## config.mk

```make
export PLATFORM = sky130hd
export DESIGN_NAME = spp_serial_port
export DESIGN_NICKNAME = d
export VERILOG_FILES = /design/src/inc/spp_pkg.sv /design/src/verilog/spp_fifo.sv /design/src/verilog/spp_serial_port.sv /design/src/verilog/spp_tx.sv
export SDC_FILE = /design/constraint.sdc
export NUM_CORES = 1
export LEC_CHECK = 0
export BUFFER_PORTS_ARGS = -buffer_cell sky130_fd_sc_hd__buf_2
export CORE_MARGIN = 2
export CORE_UTILIZATION = 35
export DETAILED_ROUTE_END_ITERATION = 12
export PLACE_DENSITY = 0.58
export SETUP_SLACK_MARGIN = 0.2
export SLEW_MARGIN = 20
export SYNTH_ARGS = -nofsm -noshare
export SYNTH_HDL_FRONTEND = slang
export SYNTH_SLANG_ARGS = --single-unit
```

## constraint.sdc

```tcl
create_clock -name core_clk -period 5.8 [get_ports core_clk]
set_input_delay 1.16 -clock core_clk [delete_from_list [all_inputs] [get_ports core_clk]]
set_output_delay 1.16 -clock core_clk [all_outputs]
set_load 0.03 [all_outputs]
```

## src/inc/spp_pkg.sv

```systemverilog
package spp_pkg;
	// core clock and link rates
	localparam int CLK_HZ = 100_000_000;
	localparam int BAUD_300 = 300;
	localparam int BAUD_1200 = 1200;
	localparam int BAUD_2400 = 2400;
	localparam int BAUD_9600 = 9600;
	localparam int BAUD_19200 = 19200;
	localparam int DIV_W = 19;
	localparam int FRAME_BITS = 10;
	// terminal-ready modes
	localparam logic [1:0] DTR_ON = 2'h0;
	localparam logic [1:0] DTR_IBF = 2'h1;
	localparam logic [1:0] DTR_LIM = 2'h2;
	// rate selects
	localparam logic [2:0] SEL_300 = 3'h0;
	localparam logic [2:0] SEL_1200 = 3'h1;
	localparam logic [2:0] SEL_2400 = 3'h2;
	localparam logic [2:0] SEL_9600 = 3'h3;
	localparam logic [2:0] SEL_19200 = 3'h4;
	// parity modes
	localparam logic [1:0] PAR_NONE = 2'h0;
	localparam logic [1:0] PAR_EVEN = 2'h1;
	localparam logic [1:0] PAR_ODD = 2'h2;
	// fixed input-buffer thresholds and pacing characters
	localparam logic [4:0] RX_STOP_LVL = 5'h0c;
	localparam logic [4:0] RX_START_LVL = 5'h04;
	localparam logic [7:0] CHR_XON = 8'h11;
	localparam logic [7:0] CHR_XOFF = 8'h13;
	// query answers, ascii
	localparam logic [23:0] QRY_IBF = 24'h494246;
	localparam logic [23:0] QRY_ON = 24'h4f4e20;
	localparam logic [23:0] QRY_LIM = 24'h4c494d;
	localparam logic [31:0] QRY_XON = 32'h584f4e20;
	localparam logic [31:0] QRY_NONE = 32'h4e4f4e45;
	localparam logic [31:0] QRY_EVEN = 32'h4556454e;
	localparam logic [31:0] QRY_ODD = 32'h4f444420;
	// power-up settings
	localparam logic [1:0] RST_DTR = DTR_ON;
	localparam logic [2:0] RST_SEL = SEL_9600;
	localparam logic [1:0] RST_PAR = PAR_NONE;
endpackage : spp_pkg

```

## src/verilog/spp_fifo.sv

```systemverilog
`timescale 1ns/1ps
module spp_fifo #(
	parameter int WIDTH = 8,
	parameter int DEPTH = 16,
	parameter int LW = $clog2(DEPTH + 1)
) (
	// clock and reset
	input wire logic clk,
	input wire logic rstN,
	// fill side
	input wire logic inValid,
	input wire logic [WIDTH-1:0] inData,
	output logic inReady,
	// drain side
	output logic outValid,
	output logic [WIDTH-1:0] outData,
	input wire logic outReady,
	// fill level
	output logic [LW-1:0] level
);
	localparam int AW = $clog2(DEPTH);
	logic [WIDTH-1:0] mem [DEPTH];
	logic [AW-1:0] wrPtr_q;
	logic [AW-1:0] rdPtr_q;
	logic [LW-1:0] cnt_q;
	wire doPush = inValid && inReady;
	wire doPop = outValid && outReady;
	assign inReady = cnt_q != LW'(DEPTH);
	assign outValid = cnt_q != '0;
	assign outData = mem[rdPtr_q];
	assign level = cnt_q;
	always_ff @(posedge clk)
	begin
		if (doPush)
			mem[wrPtr_q] <= inData;
	end
	always_ff @(posedge clk or negedge rstN)
	begin
		if (!rstN)
		begin
			wrPtr_q <= '0;
			rdPtr_q <= '0;
			cnt_q <= '0;
		end
		else
		begin
			if (doPush)
				wrPtr_q <= (wrPtr_q == AW'(DEPTH - 1)) ? '0 : wrPtr_q + 1'b1;
			if (doPop)
				rdPtr_q <= (rdPtr_q == AW'(DEPTH - 1)) ? '0 : rdPtr_q + 1'b1;
			cnt_q <= cnt_q + LW'(doPush) - LW'(doPop);
		end
	end
endmodule : spp_fifo

```

## src/verilog/spp_serial_port.sv

```systemverilog
`timescale 1ns/1ps
module spp_serial_port #(
	parameter int FIFO_DEPTH = 16,
	parameter int CYC_300 = spp_pkg::CLK_HZ / spp_pkg::BAUD_300,
	parameter int CYC_1200 = spp_pkg::CLK_HZ / spp_pkg::BAUD_1200,
	parameter int CYC_2400 = spp_pkg::CLK_HZ / spp_pkg::BAUD_2400,
	parameter int CYC_9600 = spp_pkg::CLK_HZ / spp_pkg::BAUD_9600,
	parameter int CYC_19200 = spp_pkg::CLK_HZ / spp_pkg::BAUD_19200
) (
	// clock and reset
	input wire logic core_clk,
	input wire logic rst_n,
	// settings, taken on the terminator strobe
	input wire logic cfgCommit,
	input wire logic [1:0] cfgDtrMode,
	input wire logic [2:0] cfgBaudSel,
	input wire logic cfgSoftPace,
	input wire logic [1:0] cfgParity,
	// setting queries
	output logic [23:0] qryDtrMode,
	output logic [14:0] qryBaud,
	output logic [31:0] qryPace,
	output logic [31:0] qryParity,
	// measurement state
	input wire logic inLimit,
	// transmit characters
	input wire logic txValid,
	input wire logic [7:0] txData,
	output logic txReady,
	// received characters
	output logic rxValid,
	output logic [7:0] rxData,
	input wire logic rxReady,
	output logic [4:0] rxLevel,
	output logic parityErr,
	output logic frameErr,
	output logic overrunErr,
	// pins
	input wire logic rxd,
	input wire logic dsr,
	output logic txd,
	output logic dtr
);
	typedef enum logic [4:0] {
		RX_IDLE = 5'h01,
		RX_START = 5'h02,
		RX_DATA = 5'h04,
		RX_PAR = 5'h08,
		RX_STOP = 5'h10
	} spp_rx_t;

	logic [1:0] rstPipe_q;
	wire rstN = rstPipe_q[1];
	always_ff @(posedge core_clk or negedge rst_n)
	begin
		if (!rst_n)
			rstPipe_q <= '0;
		else
			rstPipe_q <= {rstPipe_q[0], 1'b1};
	end

	// settings: no reset, held like non-volatile storage
	logic [1:0] dtrMode_q = spp_pkg::RST_DTR;
	logic [2:0] baudSel_q = spp_pkg::RST_SEL;
	logic softPace_q = 1'b0;
	logic [1:0] parity_q = spp_pkg::RST_PAR;
	wire cfgOk = cfgDtrMode != 2'h3 && cfgBaudSel <= spp_pkg::SEL_19200
		&& cfgParity != 2'h3;
	always_ff @(posedge core_clk)
	begin
		if (cfgCommit && cfgOk)
		begin
			dtrMode_q <= cfgDtrMode;
			baudSel_q <= cfgBaudSel;
			softPace_q <= cfgSoftPace;
			parity_q <= cfgParity;
		end
	end

	function automatic logic [spp_pkg::DIV_W-1:0] divOf(input logic [2:0] s);
		case (s)
			spp_pkg::SEL_300: divOf = spp_pkg::DIV_W'(CYC_300);
			spp_pkg::SEL_1200: divOf = spp_pkg::DIV_W'(CYC_1200);
			spp_pkg::SEL_2400: divOf = spp_pkg::DIV_W'(CYC_2400);
			spp_pkg::SEL_9600: divOf = spp_pkg::DIV_W'(CYC_9600);
			default: divOf = spp_pkg::DIV_W'(CYC_19200);
		endcase
	endfunction : divOf
	wire [spp_pkg::DIV_W-1:0] bitDiv = divOf(baudSel_q);

	// query answers
	wire [23:0] dtrQ = (dtrMode_q == spp_pkg::DTR_IBF) ? spp_pkg::QRY_IBF :
		(dtrMode_q == spp_pkg::DTR_LIM) ? spp_pkg::QRY_LIM : spp_pkg::QRY_ON;
	wire [14:0] baudQ = (baudSel_q == spp_pkg::SEL_300) ? 15'(spp_pkg::BAUD_300) :
		(baudSel_q == spp_pkg::SEL_1200) ? 15'(spp_pkg::BAUD_1200) :
		(baudSel_q == spp_pkg::SEL_2400) ? 15'(spp_pkg::BAUD_2400) :
		(baudSel_q == spp_pkg::SEL_9600) ? 15'(spp_pkg::BAUD_9600) :
		15'(spp_pkg::BAUD_19200);
	wire [31:0] paceQ = softPace_q ? spp_pkg::QRY_XON : spp_pkg::QRY_NONE;
	wire [31:0] parQ = (parity_q == spp_pkg::PAR_EVEN) ? spp_pkg::QRY_EVEN :
		(parity_q == spp_pkg::PAR_ODD) ? spp_pkg::QRY_ODD : spp_pkg::QRY_NONE;
	always_ff @(posedge core_clk or negedge rstN)
	begin
		if (!rstN)
		begin
			qryDtrMode <= spp_pkg::QRY_ON;
			qryBaud <= '0;
			qryPace <= spp_pkg::QRY_NONE;
			qryParity <= spp_pkg::QRY_NONE;
		end
		else
		begin
			qryDtrMode <= dtrQ;
			qryBaud <= baudQ;
			qryPace <= paceQ;
			qryParity <= parQ;
		end
	end

	// pin inputs: three stages, change taken when stages two and three agree
	logic [2:0] rxdS_q;
	logic [2:0] dsrS_q;
	logic rxdF_q;
	logic dsrF_q;
	always_ff @(posedge core_clk or negedge rstN)
	begin
		if (!rstN)
		begin
			rxdS_q <= '1;
			dsrS_q <= '0;
			rxdF_q <= 1'b1;
			dsrF_q <= 1'b0;
		end
		else
		begin
			rxdS_q <= {rxdS_q[1:0], rxd};
			dsrS_q <= {dsrS_q[1:0], dsr};
			if (rxdS_q[1] == rxdS_q[2])
				rxdF_q <= rxdS_q[2];
			if (dsrS_q[1] == dsrS_q[2])
				dsrF_q <= dsrS_q[2];
		end
	end

	// receiver
	spp_rx_t rxSt_q;
	spp_rx_t rxSt_d;
	logic [spp_pkg::DIV_W-1:0] rxCnt_q;
	logic [2:0] rxBit_q;
	logic [7:0] rxSh_q;
	logic rxPar_q;
	wire parOn = parity_q != spp_pkg::PAR_NONE;
	wire [2:0] lastBit = parOn ? 3'h6 : 3'h7;
	wire rxTick = rxCnt_q == '0;
	wire [7:0] rxByte = parOn ? {1'b0, rxSh_q[6:0]} : rxSh_q;
	wire parBad = parOn && ((^rxSh_q[6:0] ^ rxPar_q)
		!= (parity_q == spp_pkg::PAR_ODD));
	wire stopSeen = rxSt_q == RX_STOP && rxTick;
	wire isXon = softPace_q && rxByte == spp_pkg::CHR_XON;
	wire isXoff = softPace_q && rxByte == spp_pkg::CHR_XOFF;
	wire rxDone = stopSeen && rxdF_q;
	wire rxPush = rxDone && !isXon && !isXoff;
	wire fifoInReady;
	always_comb
	begin
		rxSt_d = rxSt_q;
		case (rxSt_q)
			RX_IDLE:
				if (!rxdF_q)
					rxSt_d = RX_START;
			RX_START:
				if (rxTick)
					rxSt_d = rxdF_q ? RX_IDLE : RX_DATA;
			RX_DATA:
				if (rxTick && rxBit_q == lastBit)
					rxSt_d = parOn ? RX_PAR : RX_STOP;
			RX_PAR:
				if (rxTick)
					rxSt_d = RX_STOP;
			RX_STOP:
				if (rxTick)
					rxSt_d = RX_IDLE;
			default:
				rxSt_d = RX_IDLE;
		endcase
	end
	always_ff @(posedge core_clk or negedge rstN)
	begin
		if (!rstN)
		begin
			rxSt_q <= RX_IDLE;
			rxCnt_q <= '0;
			rxBit_q <= '0;
			rxSh_q <= '0;
			rxPar_q <= 1'b0;
		end
		else
		begin
			rxSt_q <= rxSt_d;
			if (rxSt_q == RX_IDLE)
				rxCnt_q <= bitDiv >> 1;
			else
				rxCnt_q <= rxTick ? bitDiv - 1'b1 : rxCnt_q - 1'b1;
			if (rxSt_q == RX_START)
				rxBit_q <= '0;
			if (rxSt_q == RX_DATA && rxTick)
			begin
				rxSh_q[rxBit_q] <= rxdF_q;
				rxBit_q <= rxBit_q + 1'b1;
			end
			if (rxSt_q == RX_START)
				rxSh_q <= '0;
			if (rxSt_q == RX_PAR && rxTick)
				rxPar_q <= rxdF_q;
		end
	end
	always_ff @(posedge core_clk or negedge rstN)
	begin
		if (!rstN)
		begin
			parityErr <= 1'b0;
			frameErr <= 1'b0;
			overrunErr <= 1'b0;
		end
		else
		begin
			parityErr <= rxDone && parBad;
			frameErr <= stopSeen && !rxdF_q;
			overrunErr <= rxPush && !fifoInReady;
		end
	end

	// input buffer
	logic [4:0] level;
	spp_fifo #(.WIDTH(8), .DEPTH(FIFO_DEPTH), .LW(5)) rxFifo (
		.clk(core_clk),
		.rstN(rstN),
		.inValid(rxPush),
		.inData(rxByte),
		.inReady(fifoInReady),
		.outValid(rxValid),
		.outData(rxData),
		.outReady(rxReady),
		.level(level)
	);
	assign rxLevel = level;

	// pacing state
	wire atStop = level >= spp_pkg::RX_STOP_LVL;
	wire atStart = level <= spp_pkg::RX_START_LVL;
	logic dtrIbf_q;
	logic farXoff_q;
	logic xoffSent_q;
	wire ibfMode = dtrMode_q == spp_pkg::DTR_IBF;
	wire needXoff = softPace_q && atStop && !xoffSent_q;
	wire needXon = softPace_q && atStart && xoffSent_q;
	wire ctrlWant = needXoff || needXon;
	wire halt = (ibfMode && (!dsrF_q || !dtrIbf_q))
		|| (softPace_q && farXoff_q);
	wire txIdle;
	wire txGo = ctrlWant || (txValid && !halt);
	wire [7:0] txByte = needXoff ? spp_pkg::CHR_XOFF :
		needXon ? spp_pkg::CHR_XON : txData;
	assign txReady = txIdle && !ctrlWant && !halt;
	wire dtrD = (dtrMode_q == spp_pkg::DTR_IBF) ? dtrIbf_q :
		(dtrMode_q == spp_pkg::DTR_LIM) ? inLimit : 1'b1;
	always_ff @(posedge core_clk or negedge rstN)
	begin
		if (!rstN)
		begin
			dtrIbf_q <= 1'b1;
			farXoff_q <= 1'b0;
			xoffSent_q <= 1'b0;
			dtr <= 1'b1;
		end
		else
		begin
			if (atStop)
				dtrIbf_q <= 1'b0;
			else if (atStart)
				dtrIbf_q <= 1'b1;
			if (!softPace_q)
				farXoff_q <= 1'b0;
			else if (rxDone && isXoff)
				farXoff_q <= 1'b1;
			else if (rxDone && isXon)
				farXoff_q <= 1'b0;
			if (!softPace_q)
				xoffSent_q <= 1'b0;
			else if (txIdle && ctrlWant)
				xoffSent_q <= needXoff;
			dtr <= dtrD;
		end
	end

	spp_tx txUnit (
		.clk(core_clk),
		.rstN(rstN),
		.bitDiv(bitDiv),
		.parMode(parity_q),
		.valid(txGo),
		.data(txByte),
		.ready(txIdle),
		.txd(txd)
	);
endmodule : spp_serial_port

```

## src/verilog/spp_tx.sv

```systemverilog
`timescale 1ns/1ps
module spp_tx (
	// clock and reset
	input wire logic clk,
	input wire logic rstN,
	// settings
	input wire logic [spp_pkg::DIV_W-1:0] bitDiv,
	input wire logic [1:0] parMode,
	// character in
	input wire logic valid,
	input wire logic [7:0] data,
	output logic ready,
	// line
	output logic txd
);
	logic [spp_pkg::FRAME_BITS-1:0] sh_q;
	logic [3:0] left_q;
	logic [spp_pkg::DIV_W-1:0] cnt_q;
	wire parOn = parMode != spp_pkg::PAR_NONE;
	wire parBit = (parMode == spp_pkg::PAR_ODD) ? ~^data[6:0] : ^data[6:0];
	// one start, one stop, always ten bits
	wire [spp_pkg::FRAME_BITS-1:0] frame = parOn ?
		{1'b1, parBit, data[6:0], 1'b0} : {1'b1, data, 1'b0};
	wire bitEnd = cnt_q == '0;
	assign ready = left_q == '0;
	always_ff @(posedge clk or negedge rstN)
	begin
		if (!rstN)
		begin
			sh_q <= '1;
			left_q <= '0;
			cnt_q <= '0;
			txd <= 1'b1;
		end
		else if (ready && valid)
		begin
			sh_q <= frame;
			left_q <= 4'(spp_pkg::FRAME_BITS);
			cnt_q <= bitDiv - 1'b1;
			txd <= 1'b0;
		end
		else if (!ready)
		begin
			cnt_q <= bitEnd ? bitDiv - 1'b1 : cnt_q - 1'b1;
			if (bitEnd)
			begin
				sh_q <= {1'b1, sh_q[spp_pkg::FRAME_BITS-1:1]};
				left_q <= left_q - 1'b1;
				txd <= (left_q == 4'h1) ? 1'b1 : sh_q[1];
			end
		end
	end
endmodule : spp_tx
```

==> flow_summary.yaml <==
outcome:
  outcome: "complete, no violations"
clocking:
  clkSinkCount: 257
  root_buffer: "clkbuf_16"
  clk_path_buf_depth: 3
  clkTransAtPathRegs_ns: 0.06
  htreeDepth: 1
  cts-buffers-inserted: 27
  clkLatencyLatePin_ns: 0.55
  post_cts_buffers: 0
  cts_tree: "done"
  cts_hold_buf: 0
  cts_resized: 0
sta:
  post-route-min-period_ns: 4.12
  timing.fmax_mhz: 243
  setup_violations: 0
  slew_headroom: 0.296
  finalCritPeriodShare: 0.710
  hold_viol: 0
  finalSetupTns_ns: 0
  slew_violations: 0
  skew_ns: 0.0206
  worstMarginPinSlew_ns: 1.05
  rsz0062_at_grt: "no"
synth:
  synth_edf_count: 136
  ys_seq_elements: 257
  ys_warn_count: 0
  syn_inst: 989
  ys.flop_type: "edfxtp_1"
  yosysTopAreaCell: "edfxtp_1"
  synth_area_per_cell_sq_um: 12.6
  yosys-top-cells-area: "edfxtp_1 33%, dfrtp_1 20%, mux4_2 7.2%"
  synth-seq-area-share: 0.572
  syn-cell-area_sq_um: 12500
  yosysUniqueCellTypes: 76
  ys_async_sr_fraction: 0.471
  synth_top_area_frac: 0.327
power_and_ir_drop:
  p_switching_mw: 1.59
  peakVddDrop_mv: 0.233
  p_seq_frac: 0.452
  p_sw_frac: 0.319
  p_leak_nw: 5.71
  internal-power_mw: 3.39
  power_density_nw_per_um2: 361
  clockPowerShare: 0.326
  pwr-share-comb: 0.222
setup_path:
  path_max_fanout: 20
  end_kind: "output port"
  worst-setup-path-type: "register to output port"
  r2r-start: "parity_q[0]"
  startpoint_type: "register"
  worstPathArrival_ns: 2.96
  timing.rr.end: "rxFifo.level[4]"
  r2r_setup_slack_ns: 2.37
  worstRegToRegCells: 14
  crit_end: "rxData[5]"
  cp.required_ns: 4.64
  cp-startpoint: "rxFifo.rdPtr_q[0]"
placed_design:
  routabilityCongestion: 0.782
  dp_cells: 1477
  port_buffers: 91
  dp_hpwl_um: 18400
  placedInstanceArea_sq_um: 13000
detailed_routing:
  first_pass_iters: 5
  vias_per_cell: 5.05
  ant_nets: 0
  drt-wirelength-per-cell_um: 18.3
  num_vias: 7702
  detail_route.wirelength_um: 28000
  drc: 0
  drt_iter0_markers: 470
global_route:
  antenna_found_initial: 1
  use_met3: 0.0255
  use_met2: 0.250
  grt_max_degree: 62
  gr-total-overflow: 0
  grt_pass1_vias: 7380
  grt_pass1_wl_um: 42900
  top_usage_layer: "met2"
  grt_use_met1: 0.205
  track_usage: 0.150
cells_and_area:
  design_area_sq_um: 13800
  nets: 1106
  drive_above_1_share: 0.220
  syn_to_final_growth_pct: 10.5
  antenna-diode-count: 0
  layout.cells.non_filler: 1526
  fillers: 3341
  multiInputGateArea_sq_um: 4580
  regArea_sq_um: 7150
floorplan:
  coreArea_sq_um: 35300
  die_area_sq_um: 37200
  fp.dieH_um: 193
  io_pins: 147
  die_w_um: 193
  rows: 69
  initial_core_util: 0.354
min_path:
  hp-class: "register to register"
  whs_path_depth: 0
  min-delay-start: "dsrS_q[0]"
flow_run:
  cap_violations: 0
==> cell usage in the layout, fill, tap and decap left out, types with 27 or more instances in the layout <==
| cell type | synthesis | layout |
|---|---|---|
| conb_1 | 2 | 56 |
| a21oi_1 | 40 | 40 |
| clkbuf_16 | 0 | 27 |
| dfrtp_1 | 98 | 96 |
| nor2_1 | 68 | 68 |
| edfxtp_1 | 136 | 136 |
| ha_1 | 36 | 36 |
| mux4_2 | 40 | 40 |
| buf_2 | 9 | 91 |
| nand2_1 | 59 | 59 |
| inv_1 | 46 | 46 |
| o21ai_0 | 52 | 52 |
==> power groups by stage <==
| stage | Combinational (mW) | Clock (mW) | Sequential, mW |
|---|---|---|---|
| 3_3_place_gp | 1.10 | 0 | 2.28 |
| 3_5_place_dp | 1.11 | 0 | 2.29 |
| 6_report | 1.10 | 1.62 | 2.25 |
| 5_1_grt | 1.22 | 1.74 | 2.28 |
| 2_1_floorplan | 0.902 | 0 | 2.25 |
| 4_1_cts | 1.12 | 1.67 | 2.25 |
==> layout make-up <==
| type | instances | share of cell area |
|---|---|---|
| Clock inverter | 6 | 0.00345 |
| Clock buffer | 43 | 0.0562 |
| Multi-Input combinational cell | 616 | 0.332 |
| Tap cell | 461 | 0.0418 |
| Sequential cell | 257 | 0.518 |
| Inverter | 46 | 0.0125 |
| Timing Repair Buffer | 97 | 0.0363 |
==> critical path, stage by stage (launching register included) <==
cell	delay, ns
dfrtp_2	0.74
buf_4	0.44
mux4_2	0.55
mux4_2	0.47
buf_2	0.19
==> synth_stat cells, types with 4 or more instances <==
cell type  count
edfxtp_1     136
dfrtp_1       98
buf_4         82
nor2_1        68
nand2_1       59
o21ai_0       52
inv_1         46
a21oi_1       40
mux4_2        40
ha_1          36
clkbuf_1      29
xnor2_1       25
dfstp_2       23
nand3_1       21
and3_1        15
nor3_1        15
mux2i_1       13
xor2_1        12
and2_1        11
and4_1        10
or3_1         10
buf_2          9
nor4_1         9
a22oi_1        7
nand4_1        6
nor2b_1        5
o211ai_1       5
o22ai_1        5
a211oi_1       4
a21o_1         4
a31oi_1        4
mux2_2         4
o22a_1         4
o31ai_1        4
or2_2          4
==> kinds of logic (layout without fill, tap and decap cells) <==
logic type	Yosys count	count (layout)	synth area share
AOI/OAI and AO/OA	156	156	0.0776
and+or+nand+nor	271	271	0.121
muxes	57	57	0.0862
xor gates and xnor gates	37	37	0.0260
adders and majority gates	39	39	0.0393
buffers and inverters	170	192	0.0779
DFF	257	257	0.572
other	2	56	0.000602
==> routing by layer <==
metal / up-vias / part of all wire
met5: - / 0
met4: 0 / 0.020
met3: 38 / 0.049
met2: 188 / 0.49
met1: 3889 / 0.44
li1: 3587 / -
==> how the worst min path moves through the flow <==
stage / slack (ns) / end
2_1_floorplan: 0.33 / dsrS_q[1]
6_report: 0.35 / dsrS_q[1]
5_1_grt: 0.36 / dsrS_q[1]
3_3_place_gp: 0.33 / dsrS_q[1]
3_5_place_dp: 0.34 / dsrS_q[1]
4_1_cts: 0.35 / dsrS_q[1]
==> per-stage QoR <==
step | hold WS (ns) | power (mW) | utilization | setup WS (ns)
floorplan | 0.331 | 3.15 | - | 2.22
global placement | 0.335 | 3.38 | 0.367 | 2.20
detailed placement | 0.337 | 3.40 | 0.367 | 2.17
CTS | 0.348 | 5.04 | 0.391 | 1.58
global route | 0.356 | 5.24 | 0.391 | 1.46
finish | 0.353 | 4.98 | 0.391 | 1.68
==> state kept, by name, summed over array words and instances, names as in the netlist, 6 cells and up <==
signal / count
rxCnt_q: 19
txUnit.cnt_q: 19
qryParity: 6
txUnit.sh_q: 8
qryBaud: 9
qryDtrMode: 6
rxFifo.mem: 128
rxSh_q: 8
No activity file was read; power rests on OpenSTA's default activity.
